<file path="src/pkg/cdc_consts.vh">
`ifndef CDC_CONSTS_VH
`define CDC_CONSTS_VH

// Register word indices; byte address is four times the index
`define CDC_REG_FETCH 2'h0
`define CDC_REG_CFG 2'h1
`define CDC_REG_STAT 2'h2
`define CDC_REG_CUR 2'h3
`define CDC_IDX_PRIO 5'h10
`define CDC_IDX_STATIC 5'h11

// Channel configuration bits
`define CDC_CFG_PER_DESC 0
`define CDC_CFG_WBACK 1
`define CDC_CFG_PULSE 2
`define CDC_CFG_RST 3'h4

// Status bits
`define CDC_ST_BUSY 0
`define CDC_ST_PEND 1
`define CDC_ST_DONE 2
`define CDC_ST_STALL 3

// Priority register: four 2-bit slots, round-robin enable
`define CDC_PRIO_RR 8
`define CDC_PRIO_RST 32'h0000_00E4
`define CDC_STATIC_RST 32'h0000_0000

// Descriptor header fields
`define CDC_HDR_DONE 0
`define CDC_HDR_DIR_LO 8
`define CDC_HDR_MODE_LO 20
`define CDC_HDR_TYPE_LO 28

// Descriptor geometry in 64-bit words
`define CDC_DESC_WORDS 4'h9
`define CDC_PAIRS 3'h7
`define CDC_NEXT_WORD 4'h8
`define CDC_WORD_BYTES 32'h0000_0008

`endif

</file>
<file path="src/core/cdc_desc_mem.v">
`timescale 1ns/100ps
// Descriptor buffers for all channels, registered read port
module cdc_desc_mem #(
	parameter W = 64,
	parameter AW = 6
) (
	input wire clk,
	input wire we,
	input wire [AW-1:0] waddr,
	input wire [W-1:0] wdata,
	input wire [AW-1:0] raddr,
	output reg [W-1:0] rdata
);
	reg [W-1:0] mem [0:(1<<AW)-1];

	// No reset on the array; contents are always written before use
	always @(posedge clk) begin
		if (we) begin
			mem[waddr] <= wdata;
		end
		rdata <= mem[raddr];
	end
endmodule

</file>
<file path="src/core/cdc_top.v">
`timescale 1ns/100ps
`include "cdc_consts.vh"
module cdc_top #(
	parameter NCH = 4,
	parameter NEU = 4,
	parameter [4*NEU-1:0] EU_TYPES = 16'h3210
) (
	input wire MCLK,
	input wire SYS_RST,
	input wire [4:0] AVS_ADDRESS,
	input wire AVS_READ,
	input wire AVS_WRITE,
	input wire [31:0] AVS_WRITEDATA,
	input wire [3:0] AVS_BYTEENABLE,
	output reg [31:0] AVS_READDATA,
	output reg AVS_WAITREQUEST,
	output reg M_READ,
	output reg M_WRITE,
	output reg [31:0] M_ADDR,
	output reg [63:0] M_WDATA,
	input wire [63:0] M_RDATA,
	input wire M_WAITREQUEST,
	output reg [NEU-1:0] EU_SEL,
	output reg [NEU-1:0] EU_RESET,
	output reg [7:0] EU_MODE,
	output reg [2:0] EU_SLOT,
	output reg EU_WVALID,
	output reg [63:0] EU_WDATA,
	input wire EU_WREADY,
	output reg EU_RREADY,
	input wire EU_RVALID,
	input wire [63:0] EU_RDATA,
	input wire [NEU-1:0] EU_BUSY,
	output reg [NCH-1:0] CH_DONE
);
	localparam [10:0] S_IDLE = 11'h001, S_FETCH = 11'h002, S_DECODE = 11'h004, S_ASSIGN = 11'h008;
	localparam [10:0] S_PSEL = 11'h010, S_PLOAD = 11'h020, S_XIN = 11'h040, S_XOUT = 11'h080;
	localparam [10:0] S_RELEASE = 11'h100, S_WBACK = 11'h200, S_NEXT = 11'h400;

	// Byte-enable merge of a 32-bit register
	function [31:0] be_merge;
		input [31:0] old;
		input [31:0] din;
		input [3:0] be;
		integer b;
		begin
			for (b = 0; b < 4; b = b + 1) begin
				be_merge[b*8+:8] = be[b] ? din[b*8+:8] : old[b*8+:8];
			end
		end
	endfunction

	// Byte count to 64-bit word count, rounded up
	function [28:0] word_count;
		input [31:0] len;
		begin
			word_count = len[31:3] + {28'h000_0000, |len[2:0]};
		end
	endfunction

	reg [10:0] state_reg;
	reg [1:0] ch_reg;
	reg [1:0] last_ch_reg;
	reg [31:0] desc_ptr_reg;
	reg [63:0] hdr_reg;
	reg [31:0] next_ptr_reg;
	reg [3:0] word_reg;
	reg [2:0] pair_reg;
	reg [28:0] left_reg;
	reg [2:0] off_reg;
	reg prime_reg;
	reg [63:0] prev_reg;
	reg eu_dyn_reg;
	reg stall_reg;
	reg [31:0] prio_reg;
	reg [31:0] static_reg;
	reg [NCH-1:0] take_reg;
	reg [NCH-1:0] dset_reg;
	wire [32*NCH-1:0] fptr_all;
	wire [3*NCH-1:0] cfg_all;
	wire [NCH-1:0] pend_all;
	wire [NCH-1:0] done_all;
	wire avs_fire_wr = AVS_WRITE && !AVS_WAITREQUEST;
	wire [63:0] mem_rdata;
	wire mem_we = (state_reg == S_FETCH) && M_READ && !M_WAITREQUEST;
	wire [5:0] mem_raddr = {ch_reg, 1'b0, pair_reg + 3'h1};
	wire [2:0] cfg_cur = cfg_all[ch_reg*3+:3];

	cdc_desc_mem #(.W(64), .AW(6)) u_mem (
		.clk(MCLK),
		.we(mem_we),
		.waddr({ch_reg, word_reg}),
		.wdata(M_RDATA),
		.raddr(mem_raddr),
		.rdata(mem_rdata)
	);

	// Per-channel registers; chain state is held once, in the shared channel engine
	genvar g;
	generate
		for (g = 0; g < NCH; g = g + 1) begin : g_ch
			reg [31:0] fptr_reg;
			reg [2:0] cfg_reg;
			reg pend_reg;
			reg done_reg;
			wire hit = avs_fire_wr && !AVS_ADDRESS[4] && (AVS_ADDRESS[3:2] == g);
			wire set_pend = hit && (AVS_ADDRESS[1:0] == `CDC_REG_FETCH);
			wire clr_done = hit && (AVS_ADDRESS[1:0] == `CDC_REG_STAT) && AVS_BYTEENABLE[0]
				&& AVS_WRITEDATA[`CDC_ST_DONE];
			always @(posedge MCLK or posedge SYS_RST) begin
				if (SYS_RST) begin
					fptr_reg <= 32'h0000_0000;
					cfg_reg <= `CDC_CFG_RST;
					pend_reg <= 1'b0;
					done_reg <= 1'b0;
				end else begin
					if (set_pend) begin
						fptr_reg <= be_merge(fptr_reg, AVS_WRITEDATA, AVS_BYTEENABLE);
					end
					if (hit && (AVS_ADDRESS[1:0] == `CDC_REG_CFG) && AVS_BYTEENABLE[0]) begin
						cfg_reg <= AVS_WRITEDATA[2:0];
					end
					// A new pointer write wins over the engine taking the old one
					pend_reg <= (pend_reg && !take_reg[g]) || set_pend;
					done_reg <= (done_reg && !clr_done) || dset_reg[g];
				end
			end
			assign fptr_all[g*32+:32] = fptr_reg;
			assign cfg_all[g*3+:3] = cfg_reg;
			assign pend_all[g] = pend_reg;
			assign done_all[g] = done_reg;
		end
	endgenerate

	// Channel pick: fixed order from slots or round-robin after last grant
	reg grant_ok;
	reg [1:0] grant_ch;
	reg [1:0] cand;
	integer k;
	always @* begin
		grant_ok = 1'b0;
		grant_ch = 2'h0;
		cand = 2'h0;
		for (k = 3; k >= 0; k = k - 1) begin
			if (prio_reg[`CDC_PRIO_RR]) begin
				cand = last_ch_reg + k[1:0] + 2'h1;
			end else begin
				cand = prio_reg[k*2+:2];
			end
			if (pend_all[cand]) begin
				grant_ok = 1'b1;
				grant_ch = cand;
			end
		end
	end

	// Unit pick: static owner first, else any free unassigned unit of the type
	reg eu_ok;
	reg eu_dyn;
	reg [NEU-1:0] eu_pick;
	integer e;
	always @* begin
		eu_ok = 1'b0;
		eu_dyn = 1'b0;
		eu_pick = {NEU{1'b0}};
		for (e = NEU - 1; e >= 0; e = e - 1) begin
			if (EU_TYPES[e*4+:4] == hdr_reg[`CDC_HDR_TYPE_LO+:4]) begin
				if (static_reg[e*4+2] && (static_reg[e*4+:2] == ch_reg)) begin
					eu_ok = 1'b1;
					eu_dyn = 1'b0;
					eu_pick = {NEU{1'b0}};
					eu_pick[e] = 1'b1;
				end else if (!static_reg[e*4+2] && !EU_BUSY[e] && (eu_dyn || !eu_ok)) begin
					eu_ok = 1'b1;
					eu_dyn = 1'b1;
					eu_pick = {NEU{1'b0}};
					eu_pick[e] = 1'b1;
				end
			end
		end
	end

	// Register read mux
	reg [31:0] rd_val;
	always @* begin
		rd_val = 32'h0000_0000;
		if (!AVS_ADDRESS[4]) begin
			case (AVS_ADDRESS[1:0])
				`CDC_REG_FETCH: rd_val = fptr_all[AVS_ADDRESS[3:2]*32+:32];
				`CDC_REG_CFG: rd_val = {29'h0000_0000, cfg_all[AVS_ADDRESS[3:2]*3+:3]};
				`CDC_REG_STAT: rd_val = {28'h000_0000,
					stall_reg && (ch_reg == AVS_ADDRESS[3:2]) && (state_reg != S_IDLE),
					done_all[AVS_ADDRESS[3:2]], pend_all[AVS_ADDRESS[3:2]],
					(ch_reg == AVS_ADDRESS[3:2]) && (state_reg != S_IDLE)};
				default: rd_val = (ch_reg == AVS_ADDRESS[3:2]) ? desc_ptr_reg : 32'h0000_0000;
			endcase
		end else if (AVS_ADDRESS == `CDC_IDX_PRIO) begin
			rd_val = prio_reg;
		end else if (AVS_ADDRESS == `CDC_IDX_STATIC) begin
			rd_val = static_reg;
		end
	end

	// Slave handshake: one wait cycle, then a single completing cycle
	always @(posedge MCLK or posedge SYS_RST) begin
		if (SYS_RST) begin
			AVS_WAITREQUEST <= 1'b1;
			AVS_READDATA <= 32'h0000_0000;
			prio_reg <= `CDC_PRIO_RST;
			static_reg <= `CDC_STATIC_RST;
		end else begin
			AVS_WAITREQUEST <= !((AVS_READ || AVS_WRITE) && AVS_WAITREQUEST);
			if (AVS_READ && AVS_WAITREQUEST) begin
				AVS_READDATA <= rd_val;
			end
			if (avs_fire_wr && (AVS_ADDRESS == `CDC_IDX_PRIO)) begin
				prio_reg <= be_merge(prio_reg, AVS_WRITEDATA, AVS_BYTEENABLE);
			end
			if (avs_fire_wr && (AVS_ADDRESS == `CDC_IDX_STATIC)) begin
				static_reg <= be_merge(static_reg, AVS_WRITEDATA, AVS_BYTEENABLE);
			end
		end
	end

	wire m_done = (M_READ || M_WRITE) && !M_WAITREQUEST;
	wire last_desc = (next_ptr_reg == 32'h0000_0000);
	wire notify = cfg_cur[`CDC_CFG_PER_DESC] || last_desc;
	wire [127:0] joined = {M_RDATA, prev_reg} >> {off_reg, 3'h0};

	// Channel engine; one channel owns the master port at a time
	always @(posedge MCLK or posedge SYS_RST) begin
		if (SYS_RST) begin
			state_reg <= S_IDLE;
			ch_reg <= 2'h0;
			last_ch_reg <= 2'h3;
			desc_ptr_reg <= 32'h0000_0000;
			hdr_reg <= 64'h0000_0000_0000_0000;
			next_ptr_reg <= 32'h0000_0000;
			word_reg <= 4'h0;
			pair_reg <= 3'h0;
			left_reg <= 29'h0000_0000;
			off_reg <= 3'h0;
			prime_reg <= 1'b0;
			prev_reg <= 64'h0000_0000_0000_0000;
			eu_dyn_reg <= 1'b0;
			stall_reg <= 1'b0;
			take_reg <= {NCH{1'b0}};
			dset_reg <= {NCH{1'b0}};
			M_READ <= 1'b0;
			M_WRITE <= 1'b0;
			M_ADDR <= 32'h0000_0000;
			M_WDATA <= 64'h0000_0000_0000_0000;
			EU_SEL <= {NEU{1'b0}};
			EU_RESET <= {NEU{1'b0}};
			EU_MODE <= 8'h00;
			EU_SLOT <= 3'h0;
			EU_WVALID <= 1'b0;
			EU_WDATA <= 64'h0000_0000_0000_0000;
			EU_RREADY <= 1'b0;
			CH_DONE <= {NCH{1'b0}};
		end else begin
			take_reg <= {NCH{1'b0}};
			dset_reg <= {NCH{1'b0}};
			EU_RESET <= {NEU{1'b0}};
			CH_DONE <= {NCH{1'b0}};
			case (state_reg)
				S_IDLE: begin
					if (grant_ok && !take_reg[grant_ch]) begin
						ch_reg <= grant_ch;
						last_ch_reg <= grant_ch;
						take_reg[grant_ch] <= 1'b1;
						desc_ptr_reg <= fptr_all[grant_ch*32+:32];
						word_reg <= 4'h0;
						state_reg <= S_FETCH;
					end
				end
				S_FETCH: begin
					// Descriptor read as consecutive 64-bit words
					M_READ <= !m_done;
					M_ADDR <= desc_ptr_reg + {25'h000_0000, word_reg, 3'h0};
					if (m_done) begin
						if (word_reg == 4'h0) begin
							hdr_reg <= M_RDATA;
						end
						if (word_reg == `CDC_NEXT_WORD) begin
							next_ptr_reg <= M_RDATA[31:0];
							state_reg <= S_DECODE;
						end
						word_reg <= word_reg + 4'h1;
					end
				end
				S_DECODE: begin
					EU_MODE <= hdr_reg[`CDC_HDR_MODE_LO+:8];
					pair_reg <= 3'h0;
					state_reg <= S_ASSIGN;
				end
				S_ASSIGN: begin
					// No data is fetched until a unit is held
					stall_reg <= !eu_ok;
					if (eu_ok) begin
						EU_SEL <= eu_pick;
						eu_dyn_reg <= eu_dyn;
						state_reg <= S_PSEL;
					end
				end
				S_PSEL: begin
					// Memory read of the pair is in flight this cycle
					state_reg <= (pair_reg == `CDC_PAIRS) ? S_RELEASE : S_PLOAD;
				end
				S_PLOAD: begin
					EU_SLOT <= pair_reg;
					left_reg <= word_count(mem_rdata[31:0]);
					off_reg <= mem_rdata[34:32];
					prime_reg <= |mem_rdata[34:32];
					M_ADDR <= {mem_rdata[63:35], 3'h0};
					if (mem_rdata[31:0] == 32'h0000_0000) begin
						pair_reg <= pair_reg + 3'h1;
						state_reg <= S_PSEL;
					end else if (hdr_reg[`CDC_HDR_DIR_LO + pair_reg]) begin
						state_reg <= S_XOUT;
					end else begin
						state_reg <= S_XIN;
					end
				end
				S_XIN: begin
					// Byte-aligned source: at a nonzero offset each unit word joins two bus words
					if (EU_WVALID) begin
						EU_WVALID <= !EU_WREADY;
					end else if (m_done) begin
						M_READ <= 1'b0;
						M_ADDR <= M_ADDR + `CDC_WORD_BYTES;
						prev_reg <= M_RDATA;
						prime_reg <= 1'b0;
						if (!prime_reg) begin
							EU_WDATA <= (off_reg == 3'h0) ? M_RDATA : joined[63:0];
							EU_WVALID <= 1'b1;
							left_reg <= left_reg - 29'h0000_0001;
						end
					end else if (left_reg != 29'h0000_0000) begin
						M_READ <= 1'b1;
					end else begin
						pair_reg <= pair_reg + 3'h1;
						state_reg <= S_PSEL;
					end
				end
				S_XOUT: begin
					// Unit output buffer drained word by word to memory
					if (m_done) begin
						M_WRITE <= 1'b0;
						M_ADDR <= M_ADDR + `CDC_WORD_BYTES;
						left_reg <= left_reg - 29'h0000_0001;
					end else if (M_WRITE) begin
						M_WRITE <= 1'b1;
					end else if (EU_RREADY && EU_RVALID) begin
						EU_RREADY <= 1'b0;
						M_WDATA <= EU_RDATA;
						M_WRITE <= 1'b1;
					end else if (left_reg != 29'h0000_0000) begin
						EU_RREADY <= 1'b1;
					end else begin
						pair_reg <= pair_reg + 3'h1;
						state_reg <= S_PSEL;
					end
				end
				S_RELEASE: begin
					// Only dynamically held units are reset on release
					if (eu_dyn_reg) begin
						EU_RESET <= EU_SEL;
					end
					EU_SEL <= {NEU{1'b0}};
					if (notify && cfg_cur[`CDC_CFG_PULSE]) begin
						CH_DONE[ch_reg] <= 1'b1;
						dset_reg[ch_reg] <= 1'b1;
					end
					state_reg <= (notify && cfg_cur[`CDC_CFG_WBACK]) ? S_WBACK : S_NEXT;
				end
				S_WBACK: begin
					M_WRITE <= !m_done;
					M_ADDR <= desc_ptr_reg;
					M_WDATA <= hdr_reg | 64'h0000_0000_0000_0001;
					if (m_done) begin
						state_reg <= S_NEXT;
					end
				end
				S_NEXT: begin
					if (!last_desc) begin
						desc_ptr_reg <= next_ptr_reg;
						word_reg <= 4'h0;
						state_reg <= S_FETCH;
					end else begin
						state_reg <= S_IDLE;
					end
				end
				default: state_reg <= S_IDLE;
			endcase
		end
	end
endmodule

</file>
<file path="config.mk">
export PLATFORM = sky130hd
export DESIGN_NAME = cdc_top
export DESIGN_NICKNAME = d
export VERILOG_FILES = /design/src/core/cdc_desc_mem.v /design/src/core/cdc_top.v
export VERILOG_INCLUDE_DIRS = /design/src /design/src/pkg
export SDC_FILE = /design/constraint.sdc
export NUM_CORES = 2
export LEC_CHECK = 0
export BUFFER_PORTS_ARGS = -buffer_cell sky130_fd_sc_hd__buf_4
export CORE_AREA = 2 2 560 562
export DETAILED_ROUTE_END_ITERATION = 6
export DIE_AREA = 0 0 562 564
export GPL_TIMING_DRIVEN = 1
export PLACE_DENSITY = 0.56
export SLEW_MARGIN = 10
export SYNTH_ARGS = -nofsm -noshare
export SYNTH_HDL_FRONTEND = slang
export SYNTH_SLANG_ARGS = --single-unit
</file>
<file path="constraint.sdc">
create_clock -name MCLK -period 26 [get_ports MCLK]
set_input_delay 2.6 -clock MCLK [delete_from_list [all_inputs] [get_ports MCLK]]
set_output_delay 2.6 -clock MCLK [all_outputs]
set_load 0.02 [all_outputs]
</file>
==> results.md <==
- Leakage dissipation: 46.1 nW
- Post-Syn Instances: 6361
- GRT Overall Usage: 0.222
- Layout overhead on the synthesized area: 15.4%
- Startpoint Class: flop
- Post-cts resize count: 0
- Sequential area share after synthesis: 0.695
- TritonCTS Buffers: 299
- Setup violators final: 0
- Die width: 562 µm
- Largest net degree at the start of global routing: 129
- CP Data Arrival Time: 6460 ps
- Clk root buf: clkbuf_16
- Worst setup EP type: flop
- Slowest stage delay, CP: 920 ps
- Worst-Margin Slew: 1180 ps
- Post-route ant nets: 0
- Synth async-reset ratio: 0.242
- Status: finished, final reports clean
- Hold Crit Class: flop to flop
- Unique masters post-synth: 85
- GP Congestion: 0.842
- Die area: 317000 µm²
- PD cells: 103 nW/µm²
- Top FF cell, synth: edfxtp_1
- Critical path peak fanout: 57
- Synthesis-stage register bit count: 2788
- Slowest cell on crit path: dfrtp_4
- Detailed-router iteration count before antenna repair: 7
- Non-filler cells, final: 11193
- YS warnings: 0
- Cells taking the most area after synthesis: edfxtp_1 54%, dfrtp_1 14%, mux4_2 14%
- Crit-path leading delay family: buffers and inverters
- Layout Utilization: 0.426
- Vias in the first global route: 62870
- Setup TNS: 0 ps
- Syn nets: 6554
- Clock sink count: 2788
- Mapped Area: 115000 µm²
- Worst Path Buf+Inv: 3
- NumNets Final: 6993
- Clk_lat worst skew: 880 ps
- Average size of a mapped cell: 18.0 µm²
- Drt total wl: 358000 µm
- Drt drc: 0
- Vias: 64669
- Detailed router's first-iteration violation count: 8356
- Fillers: 27340
- Share of layout cells above drive strength 1: 0.322
- First-pass GRT wire length: 499000 µm
- Post-synth EDFFs: 2048
- Final worst path period share: 0.220
- WP data required: 26740 ps
- CTS tree: built
- Max VDD drop: 0.0858 mV
- Clock transition at path regs: 60 ps
- Post-route cell area: 132000 µm²
- Placed Cells: 10639
- Area of the core: 311000 µm²
- Site Rows: 205
- Total grt overflow: 0
- Max Cap Violations: 0
- Pwr Total: 0.0136 W
- Max FFs per register: 2048
- Slew Viols, Final: 0
- Final Hold Fails: 0
- Post-CTS Repair Setup Buffers: 0
- Worst path cell trace: ha_4, buf_4, buf_4, buf_4, mux4_2, mux4_2, mux2_2
- Yosys top cell area share: 0.536
- DP Wirelength: 235000 µm
- Final Critical Period: 5720 ps
- Initial Utilization: 0.369
- Most frequent CP cell: buf_4
- Post-CTS Hold Fix Bufs: 0
- H-tree depth: 5
- Fmax: 175 MHz
- DP Area: 123000 µm²
- DIE HEIGHT: 564 µm
- Initial antenna violation count: 44
- Routed wire per std cell: 32.0 µm
- Critical path class: flop to flop
- Vias/cell: 5.78
- RSZ-0062 raised after global routing: no
- Clk buf depth: 4
- Top Ports: 400
- # port buffers: 399
- Max Clock Skew: 56.1 ps
- Cell accounting for the most synthesized area: edfxtp_1
- Slew HR: 0.210
stage by stage:
step           hold WS [ps]  setup WS, ps
4_1_cts                 477         20220
6_report                475         20280
2_1_floorplan           433          4470
5_1_grt                 498         20060
3_5_place_dp            461         19490
3_3_place_gp            455         19530
layout by cell type (no fill, tap or decap), types with 30 or more instances in the layout:
| cell type | instances |
|---|---|
| a21oi_1 | 183 |
| a221oi_1 | 34 |
| a22oi_1 | 39 |
| and3_1 | 38 |
| buf_4 | 512 |
| clkbuf_1 | 78 |
| clkbuf_16 | 309 |
| clkinv_1 | 35 |
| clkinv_2 | 46 |
| dfrtp_1 | 658 |
| dfxtp_1 | 64 |
| edfxtp_1 | 2048 |
| inv_1 | 30 |
| mux2_2 | 487 |
| mux2_4 | 35 |
| mux2i_1 | 164 |
| mux4_2 | 716 |
| nand2_1 | 369 |
| nand2b_1 | 31 |
| nand3_1 | 73 |
| nor2_1 | 270 |
| nor2_4 | 33 |
| nor3_1 | 45 |
| o211ai_1 | 51 |
| o21ai_0 | 230 |
| xnor2_1 | 31 |
| xor2_1 | 32 |
layer usage:
layer / vias up / global-route usage / part of all wire / wire length, µm
met5: - / 0 / 0.00028 / 102
met4: 16 / 0.0572 / 0.026 / 9450
met3: 450 / 0.0445 / 0.091 / 32600
met2: 3040 / 0.335 / 0.45 / 161000
met1: 34786 / 0.328 / 0.43 / 155000
li1: 26377 / - / - / -
cells in the mapped netlist, types with 39 or more instances:
| cell type | n |
|---|---|
| mux4_2 | 716 |
| edfxtp_1 | 2048 |
| dfxtp_1 | 64 |
| mux2i_1 | 164 |
| mux2_2 | 487 |
| o211ai_1 | 51 |
| dfrtp_1 | 664 |
| clkbuf_1 | 271 |
| nor2_1 | 304 |
| nand3_1 | 75 |
| o21ai_0 | 231 |
| a21oi_1 | 183 |
| and3_1 | 39 |
| buf_1 | 77 |
| nor3_1 | 46 |
| a22oi_1 | 39 |
| nand2_1 | 370 |
final timing paths:
path	cells past startpoint	end	slack [ps]	from
worst max-delay path	7	u_mem.rdata[19]	20280	pair_reg[0]
worst min-delay path	1	AVS_WAITREQUEST	470	AVS_WAITREQUEST
worst max register to register	7	u_mem.rdata[19]	20280	pair_reg[0]
worst min register to register	1	AVS_WAITREQUEST	470	AVS_WAITREQUEST
max in group asynchronous	5	hdr_reg[34]	20800	SYS_RST
min in group asynchronous	2	prio_reg[16]	1930	SYS_RST
final cells by class:
type | instances | area, µm² | share of cell area
sequential | 2788 | 79700 | 0.602
multi-input combinational | 3165 | 33700 | 0.255
clock buffer | 412 | 8360 | 0.0632
tap | 4140 | 5180 | 0.0391
timing repair buffer | 515 | 3890 | 0.0294
clock inverter | 130 | 1320 | 0.00997
inverter | 31 | 124 | 0.000936
antenna | 12 | 30.0 | 0.000227
report_power, final:
group / total (W) / switching, W / internal (W)
Combinational: 0.00398 / 0.00222 / 0.00176
Sequential: 0.00541 / 0.000380 / 0.00503
Clock: 0.00425 / 0.00177 / 0.00249
kinds of logic after synthesis:
family | Yosys count | synth area share
simple gates | 990 | 0.0389
fa+ha+maj | 13 | 0.00148
mux | 1403 | 0.208
compound gates | 696 | 0.0379
xor+xnor | 63 | 0.00481
flops | 2788 | 0.695
buf+inv | 408 | 0.0141
worst reg2reg max path, stage by stage, from the launching register on:
cell,delay [ps]
dfrtp_4,920
ha_4,840
buf_4,770
buf_4,850
buf_4,870
mux4_2,590
mux4_2,500
mux2_2,270
(Power assumes the default switching activity.)
